==> src/hdl/bcb_pkg.sv <==
// constants, field layout and mode type of the brushless commutation block
// assumes one 200 MHz clock and synchronous pin inputs
package bcb_pkg;
   // register byte addresses on the apb bus
   localparam logic [7:0] ADDR_CTRL = 8'h00;
   localparam logic [7:0] ADDR_CMD = 8'h04;
   localparam logic [7:0] ADDR_BRAKE = 8'h08;
   localparam logic [7:0] ADDR_PERIOD = 8'h0C;
   localparam logic [7:0] ADDR_STATUS = 8'h10;
   localparam logic [7:0] ADDR_MASK = 8'h14;
   localparam logic [7:0] ADDR_STATE = 8'h18;
   // control register fields
   localparam int CTRL_REV_BIT = 0;
   localparam int CTRL_H60_BIT = 1;
   localparam logic [1:0] CTRL_RESET = 2'h0;
   // status and mask fields
   localparam int ST_CLIM = 0;
   localparam int ST_HALL = 1;
   localparam int ST_OTP = 2;
   localparam int ST_LOCK = 3;
   localparam int ST_LVS = 4;
   localparam int ST_W = 5;
   localparam logic [ST_W-1:0] MASK_RESET = 5'h00;
   // state register field positions
   localparam int STATE_MODE_LSB = 4;
   localparam int STATE_GATE_LSB = 8;
   localparam int STATE_PWM_BIT = 14;
   localparam int STATE_DUTY_LSB = 16;
   // current sense scale, one code per millivolt
   localparam int SENSE_MV_PER_LSB = 1;
   localparam int CLIMIT_MV = 100;
   localparam logic [9:0] CLIMIT_CODE = 10'(CLIMIT_MV / SENSE_MV_PER_LSB);
   localparam logic [9:0] CMD_RESET = 10'h000;
   // brake setting, a lower value allows a larger brake duty
   localparam logic [9:0] BRAKE_FULL = 10'h3FF;
   localparam logic [9:0] BRAKE_RESET = 10'h200;
   // sawtooth period, default 20 kHz
   localparam int SYS_CLK_KHZ = 200000;
   localparam int PWM_FREQ_KHZ = 20;
   localparam logic [15:0] PERIOD_RESET = 16'(SYS_CLK_KHZ / PWM_FREQ_KHZ);
   localparam logic [15:0] PERIOD_MIN = 16'h0002;
   // drive modes
   typedef enum logic [3:0] {
      BCB_DRIVE = 4'b0001,
      BCB_SHORT = 4'b0010,
      BCB_REGEN = 4'b0100,
      BCB_OFF = 4'b1000
   } bcb_mode_t;
endpackage

==> src/hdl/bcb_pwm_if.sv <==
// link between the control top and the pwm generator
// assumes both ends share sys_clk
`timescale 1ns/100ps
`default_nettype none
interface bcb_pwm_if;
   logic [15:0] period;
   logic [9:0] cmd;
   logic [9:0] brake_duty;
   logic [9:0] sense;
   logic regen;
   logic pwm_on;
   logic climit;
   logic [15:0] duty;
   logic [15:0] saw;
   modport ctl (output period, cmd, brake_duty, sense, regen,
                input pwm_on, climit, duty, saw);
   modport gen (input period, cmd, brake_duty, sense, regen,
                output pwm_on, climit, duty, saw);
endinterface
`default_nettype wire

==> src/hdl/bcb_hall_decode.sv <==
// hall code to gate pair decoder, purely combinational
// assumes hall inputs already synchronous; bit order {a,b,c}
`timescale 1ns/100ps
`default_nettype none
module bcb_hall_decode (
   // position and options
   input wire logic [2:0] hall,
   input wire logic sel60,
   input wire logic reverse,
   // one-hot phase selects, bit0 = phase a
   output logic [2:0] hi,
   output logic [2:0] lo,
   output logic valid
);
   logic [2:0] code;
   logic [2:0] fh;
   logic [2:0] fl;

   // 60 degree sensors map onto the 120 code by flipping sensor b
   always_comb begin
      code = sel60 ? {hall[2], ~hall[1], hall[0]} : hall;
      fh = 3'h0;
      fl = 3'h0;
      valid = 1'b1;
      case (code)
         3'h5: begin fh = 3'h1; fl = 3'h2; end
         3'h4: begin fh = 3'h1; fl = 3'h4; end
         3'h6: begin fh = 3'h2; fl = 3'h4; end
         3'h2: begin fh = 3'h2; fl = 3'h1; end
         3'h3: begin fh = 3'h4; fl = 3'h1; end
         3'h1: begin fh = 3'h4; fl = 3'h2; end
         default: valid = 1'b0;
      endcase
      // raw all-high is invalid in both modes; costs one 60 degree sector
      if (hall == 3'h7) begin
         valid = 1'b0;
      end
      // reverse swaps source and sink phases of each sector
      hi = reverse ? fl : fh;
      lo = reverse ? fh : fl;
      if (!valid) begin
         hi = 3'h0;
         lo = 3'h0;
      end
   end
endmodule // bcb_hall_decode
`default_nettype wire

==> src/hdl/bcb_pwm.sv <==
// sawtooth pwm with current loop, cycle limit and brake cap
// assumes sense codes in millivolts and a static period between writes
`timescale 1ns/100ps
`default_nettype none
module bcb_pwm
   import bcb_pkg::*;
(
   // clock and reset
   input wire logic sys_clk,
   input wire logic rst,
   // control side
   bcb_pwm_if.gen pif
);
   logic [15:0] saw_reg, saw_next, duty_reg, duty_next;
   logic cut_reg, cut_next, on_reg, on_next, clim_reg, clim_next;
   logic [15:0] top_cnt, cap, eff;
   logic over, wrap;

   // sawtooth, integrating current loop and cycle cut
   always_comb begin
      top_cnt = (pif.period < PERIOD_MIN) ? PERIOD_MIN - 16'h0001 :
                pif.period - 16'h0001;
      wrap = (saw_reg >= top_cnt);
      over = (pif.sense > CLIMIT_CODE);
      cap = {6'h00, BRAKE_FULL - pif.brake_duty};
      eff = (pif.regen && duty_reg > cap) ? cap : duty_reg;
      saw_next = wrap ? 16'h0000 : saw_reg + 16'h0001;
      duty_next = duty_reg;
      // one step per period keeps the loop slow and stable
      if (wrap) begin
         if (pif.sense < pif.cmd && duty_reg < top_cnt) begin
            duty_next = duty_reg + 16'h0001;
         end else if (pif.sense > pif.cmd && duty_reg != 16'h0000) begin
            duty_next = duty_reg - 16'h0001;
         end
      end
      cut_next = over | (cut_reg & ~wrap);
      on_next = (saw_next < eff) & ~cut_next;
      clim_next = over;
   end

   always_ff @(posedge sys_clk or posedge rst) begin
      if (rst) begin
         saw_reg <= 16'h0000;
         duty_reg <= 16'h0000;
         cut_reg <= 1'b0;
         on_reg <= 1'b0;
         clim_reg <= 1'b0;
      end else begin
         saw_reg <= saw_next;
         duty_reg <= duty_next;
         cut_reg <= cut_next;
         on_reg <= on_next;
         clim_reg <= clim_next;
      end
   end

   assign pif.saw = saw_reg;
   assign pif.duty = duty_reg;
   assign pif.pwm_on = on_reg;
   assign pif.climit = clim_reg;

   a_climit_cut: assert property (@(posedge sys_clk) disable iff (rst)
      over |=> !on_reg ##1 (!on_reg || saw_reg == 16'h0000))
      else $error("pwm pulse not cut after current limit");
   a_climit_flag: assert property (@(posedge sys_clk) disable iff (rst)
      (pif.sense > 10'h064) |=> clim_reg)
      else $error("current limit not flagged");
   a_saw_wrap: assert property (@(posedge sys_clk) disable iff (rst)
      (saw_reg >= top_cnt && $stable(pif.period)) |=> saw_reg == 16'h0000)
      else $error("sawtooth did not wrap");
   a_duty_step: assert property (@(posedge sys_clk) disable iff (rst)
      !$stable(duty_reg) |-> $past(wrap))
      else $error("duty moved outside a period wrap");
   a_regen_cap: assert property (@(posedge sys_clk) disable iff (rst)
      ($past(pif.regen) && on_reg) |->
      saw_reg < {6'h00, BRAKE_FULL - $past(pif.brake_duty)})
      else $error("regen pulse exceeds brake cap");
endmodule // bcb_pwm
`default_nettype wire

==> src/hdl/bcb_top.sv <==
// commutation, braking and protection top with apb registers
// assumes all pin inputs synchronous to sys_clk; sense is a millivolt code
//
// Added by the designer: register access over APB and the register addresses.
`timescale 1ns/100ps
`default_nettype none
module bcb_top
   import bcb_pkg::*;
(
   // clock and reset
   input wire logic sys_clk,
   input wire logic rst,
   // apb slave
   input wire logic [7:0] paddr,
   input wire logic psel,
   input wire logic penable,
   input wire logic pwrite,
   input wire logic [31:0] pwdata,
   output logic [31:0] prdata,
   output logic pready,
   output logic pslverr,
   // position and control pins
   input wire logic hall_in_a,
   input wire logic hall_in_b,
   input wire logic hall_in_c,
   input wire logic short_brake_request,
   input wire logic regen_brake_n,
   input wire logic [9:0] current_sense_in,
   // protection inputs
   input wire logic over_temp_in,
   input wire logic locked_rotor_protect,
   input wire logic low_supply_shutdown,
   // gate drives
   output logic high_gate_a,
   output logic high_gate_b,
   output logic high_gate_c,
   output logic low_gate_a,
   output logic low_gate_b,
   output logic low_gate_c,
   // interrupt
   output logic irq
);
   bcb_pwm_if pif ();

   logic [1:0] ctrl_reg, ctrl_next;
   logic [9:0] cmd_reg, cmd_next, brake_reg, brake_next;
   logic [15:0] period_reg, period_next;
   logic [ST_W-1:0] status_reg, status_next, mask_reg, mask_next, ev;
   logic [31:0] prdata_reg, prdata_next, rdata;
   logic pready_reg, pready_next, pslverr_reg, pslverr_next;
   logic irq_reg, irq_next;
   bcb_mode_t mode_reg, mode_next;
   logic [2:0] hi_reg, hi_next, lo_reg, lo_next;
   logic [2:0] dec_hi, dec_lo, hall;
   logic dec_valid, fault, done, wr, rd_status, hit;

   assign hall = {hall_in_a, hall_in_b, hall_in_c};
   assign fault = over_temp_in | locked_rotor_protect | low_supply_shutdown;

   bcb_hall_decode u_dec (
      .hall(hall),
      .sel60(ctrl_reg[CTRL_H60_BIT]),
      .reverse(ctrl_reg[CTRL_REV_BIT]),
      .hi(dec_hi),
      .lo(dec_lo),
      .valid(dec_valid)
   );

   bcb_pwm u_pwm (
      .sys_clk(sys_clk),
      .rst(rst),
      .pif(pif)
   );

   // loop settings and sense into the pwm generator
   assign pif.period = period_reg;
   assign pif.cmd = cmd_reg;
   assign pif.brake_duty = brake_reg;
   assign pif.sense = current_sense_in;
   assign pif.regen = (mode_reg == BCB_REGEN);

   // mode choice, protection first so a fault always wins
   always_comb begin
      if (fault) begin
         mode_next = BCB_OFF;
      end else if (short_brake_request) begin
         mode_next = BCB_SHORT;
      end else if (!dec_valid) begin
         mode_next = BCB_OFF;
      end else if (!regen_brake_n) begin
         mode_next = BCB_REGEN;
      end else begin
         mode_next = BCB_DRIVE;
      end
   end

   // gate pattern per mode; the pwm chops only the high side
   always_comb begin
      case (mode_next)
         BCB_DRIVE, BCB_REGEN: begin
            hi_next = dec_hi & {3{pif.pwm_on}};
            lo_next = dec_lo;
         end
         BCB_SHORT: begin
            hi_next = 3'h0;
            lo_next = 3'h7;
         end
         BCB_OFF: begin
            hi_next = 3'h0;
            lo_next = 3'h0;
         end
         default: begin
            hi_next = 3'h0;
            lo_next = 3'h0;
         end
      endcase
   end

   always_ff @(posedge sys_clk or posedge rst) begin
      if (rst) begin
         mode_reg <= BCB_OFF;
         hi_reg <= 3'h0;
         lo_reg <= 3'h0;
      end else begin
         mode_reg <= mode_next;
         hi_reg <= hi_next;
         lo_reg <= lo_next;
      end
   end

   assign high_gate_a = hi_reg[0];
   assign high_gate_b = hi_reg[1];
   assign high_gate_c = hi_reg[2];
   assign low_gate_a = lo_reg[0];
   assign low_gate_b = lo_reg[1];
   assign low_gate_c = lo_reg[2];

   // read mux, unmapped addresses read zero
   always_comb begin
      rdata = 32'h0000_0000;
      hit = 1'b1;
      case (paddr)
         ADDR_CTRL: rdata[1:0] = ctrl_reg;
         ADDR_CMD: rdata[9:0] = cmd_reg;
         ADDR_BRAKE: rdata[9:0] = brake_reg;
         ADDR_PERIOD: rdata[15:0] = period_reg;
         ADDR_STATUS: rdata[ST_W-1:0] = status_reg;
         ADDR_MASK: rdata[ST_W-1:0] = mask_reg;
         ADDR_STATE: begin
            rdata[2:0] = hall;
            rdata[STATE_MODE_LSB +: 4] = mode_reg;
            rdata[STATE_GATE_LSB +: 6] = {lo_reg, hi_reg};
            rdata[STATE_PWM_BIT] = pif.pwm_on;
            rdata[STATE_DUTY_LSB +: 16] = pif.duty;
         end
         default: hit = 1'b0;
      endcase
   end

   // apb: one wait state, data and error registered with pready
   always_comb begin
      done = psel & penable & pready_reg;
      wr = done & pwrite & ~pslverr_reg;
      rd_status = done & ~pwrite & (paddr == ADDR_STATUS);
      pready_next = psel & penable & ~pready_reg;
      prdata_next = prdata_reg;
      pslverr_next = 1'b0;
      if (pready_next) begin
         prdata_next = pwrite ? 32'h0000_0000 : rdata;
         pslverr_next = ~hit;
      end
      ctrl_next = ctrl_reg;
      cmd_next = cmd_reg;
      brake_next = brake_reg;
      period_next = period_reg;
      mask_next = mask_reg;
      if (wr) begin
         case (paddr)
            ADDR_CTRL: ctrl_next = pwdata[1:0];
            ADDR_CMD: cmd_next = pwdata[9:0];
            ADDR_BRAKE: brake_next = pwdata[9:0];
            ADDR_PERIOD: period_next = pwdata[15:0];
            ADDR_MASK: mask_next = pwdata[ST_W-1:0];
            default: ctrl_next = ctrl_reg;
         endcase
      end
   end

   // sticky events; only bits returned by the read are cleared, set wins
   always_comb begin
      ev = 5'h00;
      ev[ST_CLIM] = pif.climit;
      ev[ST_HALL] = (hall == 3'h7);
      ev[ST_OTP] = over_temp_in;
      ev[ST_LOCK] = locked_rotor_protect;
      ev[ST_LVS] = low_supply_shutdown;
      status_next = status_reg;
      if (rd_status) begin
         status_next = status_reg & ~prdata_reg[ST_W-1:0];
      end
      status_next = status_next | ev;
      irq_next = |(status_next & mask_next);
   end

   always_ff @(posedge sys_clk or posedge rst) begin
      if (rst) begin
         ctrl_reg <= CTRL_RESET;
         cmd_reg <= CMD_RESET;
         brake_reg <= BRAKE_RESET;
         period_reg <= PERIOD_RESET;
         mask_reg <= MASK_RESET;
         status_reg <= 5'h00;
         prdata_reg <= 32'h0000_0000;
         pready_reg <= 1'b0;
         pslverr_reg <= 1'b0;
         irq_reg <= 1'b0;
      end else begin
         ctrl_reg <= ctrl_next;
         cmd_reg <= cmd_next;
         brake_reg <= brake_next;
         period_reg <= period_next;
         mask_reg <= mask_next;
         status_reg <= status_next;
         prdata_reg <= prdata_next;
         pready_reg <= pready_next;
         pslverr_reg <= pslverr_next;
         irq_reg <= irq_next;
      end
   end

   assign prdata = prdata_reg;
   assign pready = pready_reg;
   assign pslverr = pslverr_reg;
   assign irq = irq_reg;

   a_short_entry: assert property (@(posedge sys_clk) disable iff (rst)
      (short_brake_request && !fault) |=> mode_reg == BCB_SHORT)
      else $error("short brake request not honoured");
   a_short_gates: assert property (@(posedge sys_clk) disable iff (rst)
      (mode_reg == BCB_SHORT) |-> (lo_reg == 3'h7 && hi_reg == 3'h0))
      else $error("short brake gate pattern wrong");
   a_regen_entry: assert property (@(posedge sys_clk) disable iff (rst)
      (!regen_brake_n && !short_brake_request && dec_valid && !fault)
      |=> mode_reg == BCB_REGEN)
      else $error("regen brake not entered");
   a_drive_entry: assert property (@(posedge sys_clk) disable iff (rst)
      (regen_brake_n && !short_brake_request && dec_valid && !fault)
      |=> mode_reg == BCB_DRIVE)
      else $error("normal drive not entered");
   a_hall_off: assert property (@(posedge sys_clk) disable iff (rst)
      (hall == 3'h7 && !short_brake_request) |=>
      (hi_reg == 3'h0 && lo_reg == 3'h0) ##1 status_reg[ST_HALL])
      else $error("invalid hall code did not stop drive");
   a_fault_off: assert property (@(posedge sys_clk) disable iff (rst)
      fault |=> (hi_reg == 3'h0 && lo_reg == 3'h0 && mode_reg == BCB_OFF))
      else $error("protection did not stop drive");
   a_phase_safe: assert property (@(posedge sys_clk) disable iff (rst)
      (hi_reg & lo_reg) == 3'h0)
      else $error("both gates of one phase on");
   a_one_pair: assert property (@(posedge sys_clk) disable iff (rst)
      (mode_reg == BCB_DRIVE) |-> ($onehot(lo_reg) && $onehot0(hi_reg)))
      else $error("drive pair not one high and one low");
   a_irq_level: assert property (@(posedge sys_clk) disable iff (rst)
      irq_reg == |(status_reg & mask_reg))
      else $error("interrupt level disagrees with status");
endmodule // bcb_top
`default_nettype wire

==> config.mk <==
export PLATFORM = sky130hd
export DESIGN_NAME = bcb_top
export DESIGN_NICKNAME = d
export VERILOG_FILES = /design/src/hdl/bcb_pkg.sv /design/src/hdl/bcb_pwm_if.sv /design/src/hdl/bcb_hall_decode.sv /design/src/hdl/bcb_pwm.sv /design/src/hdl/bcb_top.sv
export SDC_FILE = /design/constraint.sdc
export NUM_CORES = 1
export LEC_CHECK = 0
export ABC_AREA = 1
export ABC_CLOCK_PERIOD_IN_PS = 3850
export BUFFER_PORTS_ARGS = -buffer_cell sky130_fd_sc_hd__buf_2
export CAP_MARGIN = 20
export CORE_AREA = 2 2 183 185
export DETAILED_ROUTE_END_ITERATION = 10
export DIE_AREA = 0 0 185 187
export PLACE_DENSITY = 0.47
export RECOVER_POWER = 100
export SLEW_MARGIN = 40
export SYNTH_ARGS = -nofsm -noshare
export SYNTH_HDL_FRONTEND = slang
export SYNTH_SLANG_ARGS = --single-unit
==> constraint.sdc <==
create_clock -name sys_clk -period 3.85 [get_ports sys_clk]
set_clock_uncertainty 0.1 [all_clocks]
set_input_delay 0.1925 -clock sys_clk [delete_from_list [all_inputs] [get_ports sys_clk]]
set_output_delay 0.1925 -clock sys_clk [all_outputs]
set_load 0.01 [all_outputs]
## Word-level counts from Yosys, hierarchy flattened

Index checks and enable logic that the tools add are counted.

- Bits in registers: 128
- Input bits: 63
- Output and inout port bits: 41
- Logic and storage cells: 127

- $add $sub $neg: 5
- $lt $le $gt $ge: 8
- Eq/ne operators: 17
- Muxes and demuxes: 34
- Bitwise operators: 24
- Reductions and logical operators: 21

Operator list:

| kind | count |
|---|---|
| 16-bit two-way mux | 6 |
| 16-bit by 1-bit adder with 16-bit output, second input constant | 2 |
| 16-bit < comparator | 2 |
| 32-bit two-way mux | 1 |
| 16-bit by 1-bit subtractor with 16-bit output, second input constant | 2 |
| 8-bit by 5-bit == test with 1-bit output, second input constant | 3 |
| 5-bit case mux with 4 select lines | 1 |
| 3-bit two-way mux | 6 |
| 3-bit case mux with 3 select lines | 2 |
| 8-bit by 4-bit == test with 1-bit output, second input constant | 2 |
| 16-bit >= comparator | 1 |
| 16-bit by 10-bit greater-than comparator with 1-bit output | 1 |
| 16-bit by 2-bit < comparator with 1-bit output, second input constant | 1 |
| 16-bit nonzero test | 1 |
| 5-bit two-way mux | 3 |
| 2-bit case mux with 7 select lines | 1 |
| 2-bit OR reduction | 7 |
| 3-bit == test, second input constant | 4 |
| 4-bit two-way mux | 3 |
| 1-bit case mux with 6 select lines | 2 |
| 5-bit AND | 2 |
| 10-bit greater-than comparator | 1 |
| 10-bit by 7-bit greater-than comparator with 1-bit output, second input constant | 1 |
| 10-bit < comparator | 1 |
| 25 further kinds | 53 |

## Longest topological paths before layout

- Word-level depth: 12
- Depth in mapped cells: 28
- Depth with buffers taken out: 27

## Modules after synthesis

A second synthesis with hierarchy kept.

- Cell total of the unflattened synthesis: 1,100
- Area total of the unflattened synthesis: 8,574.5 µm²

By module, submodules not included:

| module | times used | cells each | area each (µm²) |
|---|---|---|---|
| bcb_pwm | 1 | 598 | 4,255.3 |
| bcb_top | 1 | 462 | 4,125.2 |
| bcb_hall_decode | 1 | 40 | 193.9 |

## Worst setup path before layout

OpenSTA, ideal clock, no wires.

- Kind: register to register
- From: register period_reg[2]
- To: register u_pwm.duty_reg[11], in the netlist u_pwm.pif.duty[11]
- Library setup time: 0.122 ns
- Arrival: 4.022 ns
- Required time: 3.628 ns
- Path slack: -0.394 ns
- Cell stages (with the launch flop): 26
- Period minus slack after synthesis: 4.244 ns
- Path through: dfrtp_1 nor2_1 nand2_1 nor2_1 inv_1 nor2_1 inv_1 nor2_1 nand2_1 nor3_1 or2_2 nand3_1 ha_1 a21oi_1 o221ai_1 nor2_1 nand2_2 ha_1 a21oi_1 o21ai_1 a31oi_1 o21ai_1 a21oi_1 o21ai_0 xnor2_1 o21ai_2

- Longest elaborated chain between the ends: 6
- Elaborated cells on any way between the ends: 9
- Classes of those cells: add/sub: 1; order compare: 3; mux: 2; reduce/logical: 3

Ends and longest elaborated chain:

| element | RTL line | RTL |
|---|---|---|
| start: declaration | bcb_top.sv:47 | `logic [15:0] period_reg, period_next;` |
| start signal: assignment | bcb_top.sv:221 | `period_reg <= period_next;` |
| 16-bit by 1-bit subtractor with 16-bit output or 16-bit by 2-bit < comparator with 1-bit output (tied branches) | bcb_pwm.sv:22, bcb_pwm.sv:21 |  |
| 16-bit two-way mux * | bcb_pwm.sv:21 | `top_cnt = (pif.period < PERIOD_MIN) ? PERIOD_MIN - 16'h0001 :` |
| 16-bit < comparator | bcb_pwm.sv:31 | `if (pif.sense < pif.cmd && duty_reg < top_cnt) begin` |
| 1-bit logical AND | bcb_pwm.sv:31 |  |
| 2-bit nonzero test (no source line) | - |  |
| 2-bit AND reduction (no source line) | - |  |
| end signal: assignment | bcb_pwm.sv:51 | `duty_reg <= duty_next;` |
| end: declaration | bcb_pwm.sv:14 | `logic [15:0] saw_reg, saw_next, duty_reg, duty_next;` |

Every way passes the cells marked *; elsewhere a longest branch is shown, timed or not.
A chain may end at the register's enable or synchronous reset.

## Worst setup path in the final report

- From: register period_reg[2]
- To: register u_pwm.on_reg, in the netlist u_pwm.pif.pwm_on

- Elaborated cells on any way between the ends: 11
- Classes of those cells: add/sub: 1; order compare: 3; mux: 2; bitwise: 5

RTL lines:

| element | RTL line | RTL |
|---|---|---|
| 16-bit by 1-bit subtractor with 16-bit output or 16-bit by 2-bit < comparator with 1-bit output (tied branches) | bcb_pwm.sv:22, bcb_pwm.sv:21 |  |
| 16-bit two-way mux * | bcb_pwm.sv:21 |  |
| 16-bit >= comparator * | bcb_pwm.sv:23 | `wrap = (saw_reg >= top_cnt);` |
| 16-bit two-way mux * | bcb_pwm.sv:27 | `saw_next = wrap ? 16'h0000 : saw_reg + 16'h0001;` |
| net u_pwm.saw_next[13] | bcb_pwm.sv:14 |  |
| 16-bit < comparator * | bcb_pwm.sv:38 | `on_next = (saw_next < eff) & ~cut_next;` |
| 1-bit AND * | bcb_pwm.sv:38 |  |
| net u_pwm.on_next | bcb_pwm.sv:15 | `logic cut_reg, cut_next, on_reg, on_next, clim_reg, clim_next;` |
| end signal: assignment | bcb_pwm.sv:53 | `on_reg <= on_next;` |
| end: declaration | bcb_pwm.sv:15 |  |

Mark *: on every way through the listed nets, which the timed path passes. The rest lies on a longest branch.

==> summary.txt <==
Antenna-violating nets left = 0
Worst EP arrival = 4.27 ns
Setup TNS Final = -0.985 ns
Slew margin rel. = -46.5%
Die Width = 185 µm
Fin Hold WS = -0.00218 ns
DR iter-0 viols = 357
Seq. cell area = 3210 µm²
ANT cells = 0
Final wirelength = 27500 µm
Final period utilization = 104%
Area of the multi-input gates = 4930 µm²
CP cell instances = nor2_2 > nand2_1 > nor2_2 > inv_2 > nor2_2 > inv_2 > nor2_4 > nand2_2 > nor3_4 > or2_4 > nand3_4 > buf_12 > ha_4 > nand4_1 > nor3_4 > nand3_1 > nand3_4 > buf_6 > nor3b_2 > ha_1 > a21oi_1 > o21ai_1 > or3_1 > a21oi_2
Synth warn = 0
Ranking of synthesized cells by area = dfrtp_1 (37%), ha_1 (13%), nand2_1 (10%)
Filler instances = 3520
FF+latch count, synth = 128
Post-DR vias/cell = 4.58
GRT Util Overall = 16.2%
Max FFs per register = 32
P_leak = 0.00544 µW
TritonCTS buffer count = 17
Most frequent CP cell = nor2_2
Peak VDD IR = 0.237 mV
Worst hold start = pwdata[5]
Area of the mapped netlist = 8080 µm²
Reg clk slew, reported paths = 0.07 ns
Final setup fails = 8
Mapped Nets = 1152
Unrepaired setup endpoints after global routing = yes
Initial Utilization = 24.6%
Final hold viol count = 1
CP Launch Point = period_reg[2]$_DFFE_PP0P_
Initial antenna violation count = 0
Boundary Pins = 104
Sequential share of the synthesized area = 39.7%
Crit path time final = 4.01 ns
Clock Path Buffers = 2
TritonCTS clock tree = done
Clk Latency, worst-skew pair = 0.44 ns
Clock Sinks = 128
Cell taking the most area after synthesis = dfrtp_1
CP startpoint kind = register
Reg2reg start = period_reg[2]$_DFFE_PP0P_
# H-tree levels = 4
Finished Cell Area = 11400 µm²
Final slew viol count = 58
# DRC = 0
Top-area cell type share of the netlist area = 37.5%
Total number of vias = 7817
Site Rows = 67
Detailed-route wire length per cell = 16.1 µm
Detail Placement HPWL = 21100 µm
Slew @ Worst Pin = 2.20 ns
Area of the core = 32900 µm²
Max incr delay on CP = 0.39 ns
Synth Area per Inst = 8.03 µm²
Layout cells sized above 1 = 25.7%
Vias in the first global route = 7698
DR pass1 iterations = 6
Layout Nets = 1392
Area after DPL = 9950 µm²
Post-Syn Instances = 1006
Layout Area Growth over Synthesis = 41.0%
Status = finished with violations
Final setup margin = -0.156 ns
Crit end category = register
# Max-Cap Violations = 1
Hold Path Class = input pin to register
Global route overflow = 0
Routability Congestion = 0.851
Worst Path Required = 4.11 ns
Fmax = 250 MHz
Worst Setup Path Type = register to register
Die area = 34600 µm²
Distinct cells, synth = 45
Violated checks = hold timing, capacitance limit, slew limit, setup timing
I/O Buffers = 87
First-pass GRT wire length = 42800 µm
CTS Root Cell = clkbuf_16
Largest net degree at the start of global routing = 73
CP max stage cell = dfrtp_1
Die Y-Extent = 187 µm
Power per Cell Area = 292 nW/µm²
Critical path fanouts, max = 6
-- kinds of logic after synthesis --
| group | after synthesis | synth area share [%] |
|---|---|---|
| and+or+nand+nor | 401 | 21.1 |
| AOI/OAI and AO/OA | 233 | 17.3 |
| DFF | 128 | 39.7 |
| xor gates and xnor gates | 18 | 1.95 |
| adders and majority gates | 83 | 12.9 |
| buffers and inverters | 142 | 6.81 |
| muxes | 1 | 0.139 |
-- layout make-up --
| type | count | share of cell area, % |
|---|---|---|
| well taps | 448 | 4.92 |
| multi-input cells | 737 | 43.3 |
| inverters | 119 | 3.92 |
| flip-flops and latches | 128 | 28.2 |
| clock buffers | 18 | 3.77 |
| repair buffers | 243 | 14.6 |
| clock inverters | 14 | 1.30 |
-- power breakdown --
group	internal, µW	switching (µW)
combinational	146	175
sequential	1350	4.08
clock	914	741
-- layout by cell type, fill, tap and decap left out, types with 4 or more instances in the layout --
| master | synthesis | routed |
|---|---|---|
| clkbuf_1 | 19 | 50 |
| a21oi_2 | 0 | 14 |
| ha_1 | 82 | 66 |
| o21a_1 | 4 | 4 |
| nor2_1 | 79 | 70 |
| nor2_2 | 5 | 12 |
| buf_6 | 2 | 7 |
| nand2_2 | 15 | 19 |
| dfrtp_1 | 121 | 121 |
| o21ai_1 | 10 | 16 |
| o22ai_1 | 4 | 4 |
| inv_6 | 0 | 5 |
| xnor2_2 | 0 | 4 |
| buf_2 | 2 | 43 |
| o21ai_2 | 2 | 7 |
| or2_2 | 5 | 4 |
| xor2_1 | 7 | 4 |
| a32o_1 | 17 | 17 |
| nor3b_1 | 5 | 4 |
| buf_4 | 0 | 118 |
| a221oi_1 | 9 | 9 |
| nor3_1 | 20 | 15 |
| a22o_1 | 5 | 5 |
| a21oi_1 | 63 | 46 |
| nand2_1 | 215 | 208 |
| inv_1 | 119 | 117 |
| xnor2_1 | 11 | 6 |
| clkbuf_16 | 0 | 17 |
| o21ai_0 | 93 | 81 |
| dlygate4sd3_1 | 0 | 21 |
| nand4_1 | 10 | 10 |
| dfstp_2 | 7 | 7 |
| buf_12 | 0 | 4 |
| nand3_1 | 39 | 34 |
| ha_4 | 0 | 16 |
-- Yosys cell counts --
master and instances:
nand2_1 215, dfrtp_1 121, inv_1 119, o21ai_0 93, ha_1 82, nor2_1 79, a21oi_1 63, nand3_1 39
nor3_1 20, clkbuf_1 19, a32o_1 17, nand2_2 15, xnor2_1 11, nand4_1 10, o21ai_1 10, a221oi_1 9
dfstp_2 7, xor2_1 7, a22o_1 5, nor2_2 5, nor3b_1 5, or2_2 5, a211oi_1 4, o21a_1 4
o22ai_1 4, a31oi_1 3, nor4_1 3, o211ai_1 3, o21bai_1 3, a21boi_0 2, a31o_2 2, and3_1 2
buf_2 2, buf_6 2, o2111ai_1 2, o21ai_2 2, o221ai_1 2, o31ai_1 2, or3_1 2, a2111oi_0 1
a21o_1 1, fa_1 1, mux2_2 1, nand3b_1 1, o41ai_1 1
-- routing by layer --
layer,GRT usage [%],up-vias,part of all wire [%]
met1,21.1,3704,46
met3,2.18,36,3.2
met2,27.4,160,49
met5,0,-,0
met4,5.25,0,2.1
li1,-,3917,-
-- repair_timing --
| item | CTS | global route |
|---|---|---|
| buffers inserted | 16 | 13 |
| gates cloned | 1 | 0 |
| endpoints found under the setup margin | 11 | 15 |
| gates resized for setup | 34 | 62 |
| pin swaps | 28 | 45 |
| hold buffers | 21 | 0 |
| hold endpoints to repair | 87 | 0 |
-- critical path: cells and delay by family, from the launching register on --
family | cells | cell delay [ns]
buffers and inverters | 4 | 0.39
flip-flops | 1 | 0.39
AO/OA/AOI/OAI | 3 | 0.36
adder cells (fa/ha/maj) | 2 | 0.57
AND/OR/NAND/NOR | 15 | 2.14
-- through the flow --
| step | power [µW] | worst slack, ns | cells | utilization [%] |
|---|---|---|---|---|
| finish | 3330 | -0.156 | 1707 | 34.7 |
| global route | 3460 | -0.446 | 1707 | 34.7 |
| CTS | 3330 | -0.213 | 1694 | 33.5 |
| detailed placement | 1630 | -0.334 | 1625 | 30.3 |
| global placement | 1630 | -0.269 | 1625 | 30.3 |
| floorplan | 1520 | -0.0570 | 1006 | - |
-- path summary, 6_finish.rpt --
kind	slack (ns)	cells after the start	endpoint
worst min register to register	0.37	2	status_reg[0]$_DFF_PP0_
min in group asynchronous	0.93	3	mask_reg[0]$_DFF_PP0_
worst max register to register	-0.16	24	u_pwm.pif.pwm_on$_DFF_PP0_
worst min-delay path	-0.002	3	cmd_reg[5]$_DFFE_PP0P_
worst max-delay path	-0.16	24	u_pwm.pif.pwm_on$_DFF_PP0_
max in group asynchronous	0.58	4	prdata[24]$_DFFE_PP0P_
Note: power is estimated with default switching activity, not from simulation.
